### src/hdl/touch_baseline_consts.svh
// constants for the baseline tracking control block
`ifndef TOUCH_BASELINE_CONSTS_SVH
`define TOUCH_BASELINE_CONSTS_SVH

// ****************************************************************
// register byte addresses
// ****************************************************************
`define BTC_ADDR 32'h4008_4014
`define EVT_STATUS_ADDR 32'h4008_4100
`define EVT_MASK_ADDR 32'h4008_4104
`define BASELINE_READ_ADDR 32'h4008_4108

// ****************************************************************
// field positions and reset values
// ****************************************************************
`define BTC_RESET 32'h0000_0000
`define BTC_RESTART_BIT 28
`define BTC_FORCE_CAL_BIT 27
`define EVT_RESET 4'h0
`define MASK_RESET 4'h0
`define EVT_QUICK_BIT 0
`define EVT_GRADUAL_BIT 1
`define EVT_CLEARED_BIT 2
`define EVT_RESUMED_BIT 3

// ****************************************************************
// timing counts
// ****************************************************************
// holdoff periods per delay code step is eight, a shift by three
`define HOLDOFF_SHIFT 3
`define SAMPLE_RESET 16'h0000

`endif

### src/hdl/touch_baseline_pkg.sv
// types shared by the baseline tracking control block
package touch_baseline_pkg;

  // ****************************************************************
  // control register layout
  // ****************************************************************
  typedef struct packed {
    logic [2:0] holdoff_code;
    logic seq_restart;
    logic force_cal;
    logic [2:0] update_rate;
    logic [7:0] quick_nearness_threshold;
    logic [7:0] gradual_nearness_threshold;
    logic [3:0] slow_tracker_weight;
    logic [3:0] fast_tracker_weight;
  } ctrl_t;

  // ****************************************************************
  // one conversion result
  // ****************************************************************
  typedef struct packed {
    logic [15:0] stage_result;
    logic [15:0] cap_to_digital_result;
  } sample_t;

  // ****************************************************************
  // baseline tracking modes
  // ****************************************************************
  typedef enum logic [1:0] {
    TRACK = 2'b00,
    FROZEN = 2'b01,
    HOLDOFF = 2'b10
  } track_mode_t;

endpackage

### src/hdl/touch_baseline_control.sv
// baseline tracking, nearness detection and apb registers
// Functional notes
// - after nearness clears, baseline updates wait (code+1)*8 update periods.
// - writing one to bit 28 restarts the conversion sequence at stage 0.
// - writing one to bit 27 forces calibration of all stages next sequence.
// - the fast filter takes a sample every 2*(code+1) conversion cycles.
// - quick nearness is flagged when stage vs average exceeds 4x threshold.
// - gradual nearness is flagged when baseline vs average exceeds 4x thr.
// - the slow filter weights each new sample by its code plus one.
// - the fast filter weights each new sample by its code plus one.
// - every field of the control register resets to zero.
`timescale 1ns/1ps
`include "touch_baseline_consts.svh"

module touch_baseline_control (
  // clock and reset
  input wire logic pclk,
  input wire logic presetn,
  // apb slave
  input wire logic [31:0] paddr,
  input wire logic psel,
  input wire logic penable,
  input wire logic pwrite,
  input wire logic [31:0] pwdata,
  output logic [31:0] prdata,
  output logic pready,
  output logic pslverr,
  // conversion side
  input wire logic conv_valid,
  input wire touch_baseline_pkg::sample_t conv_sample,
  input wire logic seq_start,
  output logic conv_restart,
  output logic cal_all_stages,
  // detection results
  output logic quick_near,
  output logic gradual_near,
  output logic baseline_frozen,
  output logic [15:0] baseline_value,
  // interrupt
  output logic irq
);

  // ****************************************************************
  // declarations
  // ****************************************************************
  // registers and their next values
  touch_baseline_pkg::ctrl_t ctrl_q;
  touch_baseline_pkg::ctrl_t ctrl_d;
  touch_baseline_pkg::ctrl_t wr_ctrl;
  touch_baseline_pkg::track_mode_t mode_q;
  touch_baseline_pkg::track_mode_t mode_d;
  logic [31:0] prdata_q;
  logic [31:0] rd_mux;
  logic [3:0] status_q;
  logic [3:0] status_d;
  logic [3:0] status_set;
  logic [3:0] status_clr;
  logic [3:0] mask_q;
  logic [3:0] conv_cnt_q;
  logic [3:0] conv_cnt_d;
  logic [6:0] hold_cnt_q;
  logic [6:0] hold_cnt_d;
  logic [6:0] hold_target;
  logic restart_q;
  logic force_q;
  logic force_d;
  logic cal_q;
  logic quick_q;
  logic gradual_q;
  logic [15:0] fast_value;
  logic [15:0] slow_value;
  // decode and datapath wires
  logic setup_ph;
  logic access_ph;
  logic hit_ctrl;
  logic hit_status;
  logic hit_mask;
  logic hit_base;
  logic hit_any;
  logic wr_ctrl_en;
  logic wr_mask_en;
  logic rd_status_en;
  logic tick;
  logic near_any;
  logic near_prev_q;
  logic slow_update;
  logic hold_done;
  logic [15:0] cmp_a [2];
  logic [15:0] cmp_b [2];
  logic [7:0] cmp_thr [2];
  logic [1:0] exceed;

  // ****************************************************************
  // apb decode
  // ****************************************************************
  // address match and phase qualifiers
  assign setup_ph = psel & ~penable;
  assign access_ph = psel & penable;
  assign hit_ctrl = (paddr == `BTC_ADDR);
  assign hit_status = (paddr == `EVT_STATUS_ADDR);
  assign hit_mask = (paddr == `EVT_MASK_ADDR);
  assign hit_base = (paddr == `BASELINE_READ_ADDR);
  assign hit_any = hit_ctrl | hit_status | hit_mask | hit_base;
  assign wr_ctrl_en = access_ph & pwrite & hit_ctrl;
  assign wr_mask_en = access_ph & pwrite & hit_mask;
  assign rd_status_en = access_ph & ~pwrite & hit_status;
  assign wr_ctrl = touch_baseline_pkg::ctrl_t'(pwdata);

  // zero wait state slave, unmapped addresses answer with an error
  assign pready = 1'b1;
  assign pslverr = access_ph & ~hit_any;
  assign prdata = prdata_q;

  // read data selection, unused bits read as zero
  assign rd_mux = hit_ctrl ? 32'(ctrl_q) :
                  hit_status ? {28'h0000000, status_q} :
                  hit_mask ? {28'h0000000, mask_q} :
                  hit_base ? {16'h0000, slow_value} : 32'h0000_0000;

  // read data is captured in the setup cycle
  always_ff @(posedge pclk or negedge presetn) begin
    if (!presetn) begin
      prdata_q <= 32'h0000_0000;
    end else if (setup_ph) begin
      prdata_q <= rd_mux;
    end
  end

  // ****************************************************************
  // control register
  // ****************************************************************
  // next control value, command bits show the live request state
  always_comb begin
    ctrl_d = ctrl_q;
    if (wr_ctrl_en) begin
      ctrl_d = wr_ctrl;
    end
    ctrl_d.seq_restart = wr_ctrl_en & wr_ctrl.seq_restart;
    ctrl_d.force_cal = force_d;
  end

  // forced calibration stays pending until a sequence takes it
  assign force_d = (wr_ctrl_en & wr_ctrl.force_cal) |
                   (force_q & ~seq_start);

  // control storage, all fields zero out of reset
  always_ff @(posedge pclk or negedge presetn) begin
    if (!presetn) begin
      ctrl_q <= touch_baseline_pkg::ctrl_t'(`BTC_RESET);
    end else begin
      ctrl_q <= ctrl_d;
    end
  end

  // command flops feeding the conversion side
  always_ff @(posedge pclk or negedge presetn) begin
    if (!presetn) begin
      restart_q <= 1'b0;
      force_q <= 1'b0;
      cal_q <= 1'b0;
    end else begin
      restart_q <= ctrl_d.seq_restart;
      force_q <= force_d;
      cal_q <= seq_start & force_q;
    end
  end

  // command pulses towards the conversion sequencer
  assign conv_restart = restart_q;
  assign cal_all_stages = cal_q;

  // ****************************************************************
  // fast filter update rate
  // ****************************************************************
  // tick once every 2*(code+1) conversions, restart realigns it
  assign tick = conv_valid &
                (conv_cnt_q == {ctrl_q.update_rate, 1'b1});
  assign conv_cnt_d = restart_q ? 4'h0 :
                      tick ? 4'h0 :
                      conv_valid ? conv_cnt_q + 4'h1 : conv_cnt_q;

  // conversion cycle counter
  always_ff @(posedge pclk or negedge presetn) begin
    if (!presetn) begin
      conv_cnt_q <= 4'h0;
    end else begin
      conv_cnt_q <= conv_cnt_d;
    end
  end

  // ****************************************************************
  // tracking filters
  // ****************************************************************
  // fast filter follows the averaged result at the update rate
  tracker_filter u_fast (
    .pclk(pclk),
    .presetn(presetn),
    .seed(cal_q),
    .update(tick),
    .weight_code(ctrl_q.fast_tracker_weight),
    .sample(conv_sample.cap_to_digital_result),
    .value_q(fast_value)
  );

  // slow filter holds the baseline and follows the fast filter
  tracker_filter u_slow (
    .pclk(pclk),
    .presetn(presetn),
    .seed(cal_q),
    .update(slow_update),
    .weight_code(ctrl_q.slow_tracker_weight),
    .sample(fast_value),
    .value_q(slow_value)
  );

  // baseline updates only while tracking and nothing is near, a calibration seeds it in any mode
  assign slow_update = tick & (mode_q == touch_baseline_pkg::TRACK) &
                       ~near_any;
  assign baseline_value = slow_value;

  // ****************************************************************
  // nearness detection
  // ****************************************************************
  // channel 0 compares the stage result, channel 1 the baseline
  assign cmp_a[0] = conv_sample.stage_result;
  assign cmp_a[1] = slow_value;
  assign cmp_thr[0] = ctrl_q.quick_nearness_threshold;
  assign cmp_thr[1] = ctrl_q.gradual_nearness_threshold;
  assign cmp_b[0] = conv_sample.cap_to_digital_result;
  assign cmp_b[1] = conv_sample.cap_to_digital_result;

  // magnitude of the difference against four times the threshold
  for (genvar ch = 0; ch < 2; ch++) begin : g_cmp
    logic [15:0] mag;
    assign mag = (cmp_a[ch] > cmp_b[ch]) ? cmp_a[ch] - cmp_b[ch] :
                 cmp_b[ch] - cmp_a[ch];
    assign exceed[ch] = mag > {6'h00, cmp_thr[ch], 2'b00};
  end

  // flags refresh on each conversion
  always_ff @(posedge pclk or negedge presetn) begin
    if (!presetn) begin
      quick_q <= 1'b0;
      gradual_q <= 1'b0;
      near_prev_q <= 1'b0;
    end else begin
      if (conv_valid) begin
        quick_q <= exceed[0];
        gradual_q <= exceed[1];
      end
      near_prev_q <= near_any;
    end
  end

  // flag outputs and the combined nearness condition
  assign quick_near = quick_q;
  assign gradual_near = gradual_q;
  assign near_any = quick_q | gradual_q;

  // ****************************************************************
  // baseline freeze and holdoff
  // ****************************************************************
  // holdoff length is (code+1)*8 fast filter update periods
  assign hold_target = 7'({1'b0, ctrl_q.holdoff_code} + 4'h1)
                       << `HOLDOFF_SHIFT;
  assign hold_done = tick & (hold_cnt_q == hold_target - 7'h01);

  // freeze while near, then count out the holdoff
  always_comb begin
    mode_d = mode_q;
    hold_cnt_d = hold_cnt_q;
    case (mode_q)
      touch_baseline_pkg::TRACK: begin
        if (near_any) begin
          mode_d = touch_baseline_pkg::FROZEN;
        end
      end
      touch_baseline_pkg::FROZEN: begin
        hold_cnt_d = 7'h00;
        if (!near_any) begin
          mode_d = touch_baseline_pkg::HOLDOFF;
        end
      end
      touch_baseline_pkg::HOLDOFF: begin
        if (near_any) begin
          mode_d = touch_baseline_pkg::FROZEN;
        end else if (hold_done) begin
          mode_d = touch_baseline_pkg::TRACK;
        end else if (tick) begin
          hold_cnt_d = hold_cnt_q + 7'h01;
        end
      end
      default: begin
        mode_d = touch_baseline_pkg::TRACK;
      end
    endcase
  end

  // tracking mode and holdoff counter
  always_ff @(posedge pclk or negedge presetn) begin
    if (!presetn) begin
      mode_q <= touch_baseline_pkg::TRACK;
      hold_cnt_q <= 7'h00;
    end else begin
      mode_q <= mode_d;
      hold_cnt_q <= hold_cnt_d;
    end
  end

  // frozen covers both the freeze and the holdoff count
  assign baseline_frozen = (mode_q != touch_baseline_pkg::TRACK);

  // ****************************************************************
  // interrupt status and mask
  // ****************************************************************
  // sticky events, a read clears only the bits it returned
  assign status_set[`EVT_QUICK_BIT] = conv_valid & exceed[0] & ~quick_q;
  assign status_set[`EVT_GRADUAL_BIT] = conv_valid & exceed[1] &
                                        ~gradual_q;
  assign status_set[`EVT_CLEARED_BIT] = near_prev_q & ~near_any;
  assign status_set[`EVT_RESUMED_BIT] = (mode_q ==
                                         touch_baseline_pkg::HOLDOFF) &
                                        ~near_any & hold_done;
  assign status_clr = rd_status_en ? prdata_q[3:0] : 4'h0;
  assign status_d = (status_q & ~status_clr) | status_set;

  // status and mask storage
  always_ff @(posedge pclk or negedge presetn) begin
    if (!presetn) begin
      status_q <= `EVT_RESET;
      mask_q <= `MASK_RESET;
    end else begin
      status_q <= status_d;
      if (wr_mask_en) begin
        mask_q <= pwdata[3:0];
      end
    end
  end

  // level interrupt while any unmasked event is pending
  assign irq = |(status_q & mask_q);

endmodule

### src/hdl/tracker_filter.sv
// first order tracking filter with a programmable new sample weight
`timescale 1ns/1ps
`include "touch_baseline_consts.svh"

module tracker_filter (
  // clock and reset
  input wire logic pclk,
  input wire logic presetn,
  // control
  input wire logic seed,
  input wire logic update,
  input wire logic [3:0] weight_code,
  // data
  input wire logic [15:0] sample,
  output logic [15:0] value_q
);

  logic signed [16:0] diff;
  logic signed [5:0] weight;
  logic signed [21:0] prod;
  logic signed [21:0] step;
  logic signed [16:0] sum;
  logic [15:0] value_d;

  // step toward the sample by weight/16 of the gap
  assign diff = $signed({1'b0, sample}) - $signed({1'b0, value_q});
  assign weight = $signed({2'b00, weight_code} + 6'h01); // up to 16
  assign prod = diff * weight;
  assign step = prod >>> 4;
  assign sum = $signed({1'b0, value_q}) + step[16:0];
  assign value_d = seed ? sample : (update ? sum[15:0] : value_q);

  // filter state
  always_ff @(posedge pclk or negedge presetn) begin
    if (!presetn) begin
      value_q <= `SAMPLE_RESET;
    end else begin
      value_q <= value_d;
    end
  end

endmodule

### config.mk
export PLATFORM = sky130hd
export DESIGN_NAME = touch_baseline_control
export DESIGN_NICKNAME = d
export VERILOG_FILES = /design/src/hdl/touch_baseline_pkg.sv /design/src/hdl/touch_baseline_control.sv /design/src/hdl/tracker_filter.sv
export VERILOG_INCLUDE_DIRS = /design/src /design/src/hdl
export SDC_FILE = /design/constraint.sdc
export NUM_CORES = 1
export LEC_CHECK = 0
export ABC_CLOCK_PERIOD_IN_PS = 9350
export BUFFER_PORTS_ARGS = -buffer_cell sky130_fd_sc_hd__buf_4
export CAP_MARGIN = 5
export CORE_MARGIN = 10
export CORE_UTILIZATION = 40
export CTS_CLUSTER_DIAMETER = 200
export DETAILED_ROUTE_END_ITERATION = 8
export GPL_ROUTABILITY_DRIVEN = 1
export PLACE_DENSITY = 0.55
export SLEW_MARGIN = 20
export SYNTH_ARGS = -nofsm -noshare
export SYNTH_HDL_FRONTEND = slang
export SYNTH_SLANG_ARGS = --single-unit
### constraint.sdc
create_clock -name pclk -period 9.35 [get_ports pclk]
set_input_delay 1.87 -clock pclk [delete_from_list [all_inputs] [get_ports pclk]]
set_output_delay 1.87 -clock pclk [all_outputs]
set_load 0.01 [all_outputs]
==> run metrics <==
status=completed; clk buf depth=2; initial antenna violation count=0; ys async rst share=1.00; final core occ=0.459; top cell type's share of synthesized area=0.184; Die Y=~220 um; switch share=0.506; Pleak=roughly 0.0094 uW; DRC errors left=0; Crit. End Element=register; global route total overflow=0; Area contributors post-synth=dfrtp_1 18%, ha_1 17%, fa_1 12%, inv_1 6.1%, nor2_1 5.9%; worst reg2reg path depth=29; hpwl dp=40600 um; Mapped Cells=between 2000 and 2500; Die X=223 um; Clock power frac=0.122; r2r setup slk=~1500 ps; dpl ws=312 ps; Synth area leader=dfrtp_1; largest net degree at the start of global routing=66; total internal power=2520 uW; Slew Limit Fails=0; Max Freq=between 100 and 150 MHz; Least-Margin Pin Slew=1020 ps; Netlist cell types=between 80 and 90; via count=between 10000 and 15000; I/O pin count=between 150 and 200; clock sink total=between 100 and 150; CP peak stage delay=approximately 540 ps; most frequent cell after synthesis=inv_1; Die ar.=slightly below 50000 um2; EDFF count, synth=0; post-CTS resize count=0; Clk pin slew, worst setup/hold paths=about 60 ps; Max IR drop VDD=0.137 mV; Worst Hold Depth=2; Post-CTS Hold Buffers=0; CP startpoint kind=input pin; syn nets=2437; crit path time final=8670 ps; Post-synth top cells=268 x inv_1, 257 x nor2_1, 217 x ha_1, 145 x nand2_1, 122 x o21ai_0; ant diodes=0; ANT nets after route=0; Avg Inst Size Synth=8.16 um2; Reg power frac=0.135; final net count=roughly 2600; fin crit share=0.927; vias in the first global route=around 14000; Max Cap Violations=0; worst setup margin=681 ps; WP data required=a little under 10000 ps; first-pass GRT wire length=78800 um; CTS root buf=clkbuf_16; worst skew pair latency=~440 ps; PortBufs=157; Main synth FF type=dfrtp_1; Worst EP arrival=9000 ps; final setup fails=0; CTS tree=built; Seq/Total Area, Yosys=0.184; slowest CP cell=or4_1; clk_skew=between 10 and 15 ps; PwrDens=roughly 270 nW/um2; Final TNS setup=0 ps; crit-path max FO=5; Yosys reg bits=between 100 and 150; Core ar.=between 40000 and 50000 um2; area delta synth->final=13.6%; TritonCTS Buffers=17; Starting Density=0.404; WS Path Type=in2reg; Iter 0 DRT Violations=roughly 990; std cell rows=between 70 and 80; drt total wl=slightly below 50000 um; P_sw=about 2600 uW; Hold Vio Cnt, Final=0; GP Congestion=between 0.8 and 0.9; Setup Buffers After CTS=0; htree depth=4; Slew headroom=0.318; crit-path most repeated cell=fa_1; Hold Crit Class=reg2reg; RSZ-0062 raised after global routing=false; drt pass-1 iters=5; synthesized area=around 16000 um2; share of cells above drive strength 1=0.119; wire per inst=18.5 um; gr usage total=0.197; Yosys warnings=0; Via density=5.37; Comb pwr share=0.744
-- worst max-delay path, delay by kind of cell --
kind	cells	cell delay [ps]
fa+ha+maj	7	2690
simple gates	10	1720
compound gates	7	1330
xor+xnor	3	790
mux	1	320
buf+inv	4	280
-- layer usage --
metal / GRT usage / up-vias / share of wire
met1: 0.270 / 6925 / 0.47
met2: 0.323 / 393 / 0.47
met4: 0.0425 / 0 / 0.016
met5: 0 / - / 0
met3: 0.0247 / 44 / 0.044
li1: - / 7064 / -
-- power by group through the flow --
stage	logic (uW)	clock network, uW	registers (uW)
after floorplan	2960	0	654
final	3790	620	687
after global routing	4300	655	693
after CTS	3800	630	687
after global placement	3690	0	697
after detailed placement	3770	0	697
-- per-stage QoR --
step | instances | area, um2 | total power (uW) | hold slack, ps
final | 2688 | 18700 | 5100 | 481
after global routing | 2688 | 18700 | 5650 | 504
after CTS | 2688 | 18700 | 5120 | 488
after detailed placement | 2656 | 18100 | 4470 | 472
after global placement | 2656 | 18100 | 4390 | 466
after floorplan | 2015 | 16400 | 3610 | 449
-- cell usage in the layout (no fill, tap or decap), types with 22 or more instances in the layout --
master	count
o21ai_0	122
nand2b_1	24
xnor2_1	74
dfrtp_1	120
fa_1	102
nor3_1	29
xor2_1	55
mux2i_1	25
a211oi_1	22
a21oi_1	116
nand3_1	28
ha_1	217
nor2b_1	28
a21o_1	50
nor2_1	257
buf_4	171
inv_1	268
nand2_1	145
-- cells by family (layout without fill, tap and decap cells) --
| logic type | after synthesis | in the layout | share of synthesized area |
|---|---|---|---|
| and+or+nand+nor | 621 | 621 | 0.174 |
| AOI/OAI and AO/OA | 445 | 445 | 0.173 |
| buffers and inverters | 330 | 471 | 0.0773 |
| adders and majority gates | 319 | 319 | 0.289 |
| xor gates and xnor gates | 131 | 131 | 0.0714 |
| DFF | 121 | 121 | 0.184 |
| muxes | 47 | 47 | 0.0303 |
| other | 1 | 1 | 0.000228 |
-- state kept, by name, indices dropped and copies added (netlist names), 7 cells and up --
signal          count
prdata             32
cmp_thr            16
u_fast.value_q     16
u_slow.value_q     16
ctrl_q             14
hold_cnt_q          7
-- cell type report --
cell class / count / area [um2]
flip-flops and latches: 121 / 3030
inverters: 268 / 1010
well taps: 532 / 666
fillers: 4056 / 22100
clock buffers: 19 / 443
clock inverters: 13 / 95.1
repair buffers: 171 / 1280
multi-input cells: 1564 / 12200
-- worst paths after layout --
| path | start | to |
|---|---|---|
| worst max-delay path | conv_sample[0] | u_fast.value_q[15] |
| worst min-delay path | prdata[23] | prdata[23] |
| worst max register to register | u_slow.value_q[2] | u_slow.value_q[14] |
| worst min register to register | prdata[23] | prdata[23] |
| max in group asynchronous | presetn | prdata[31] |
| min in group asynchronous | presetn | prdata[25] |
(Power assumes the default switching activity.)
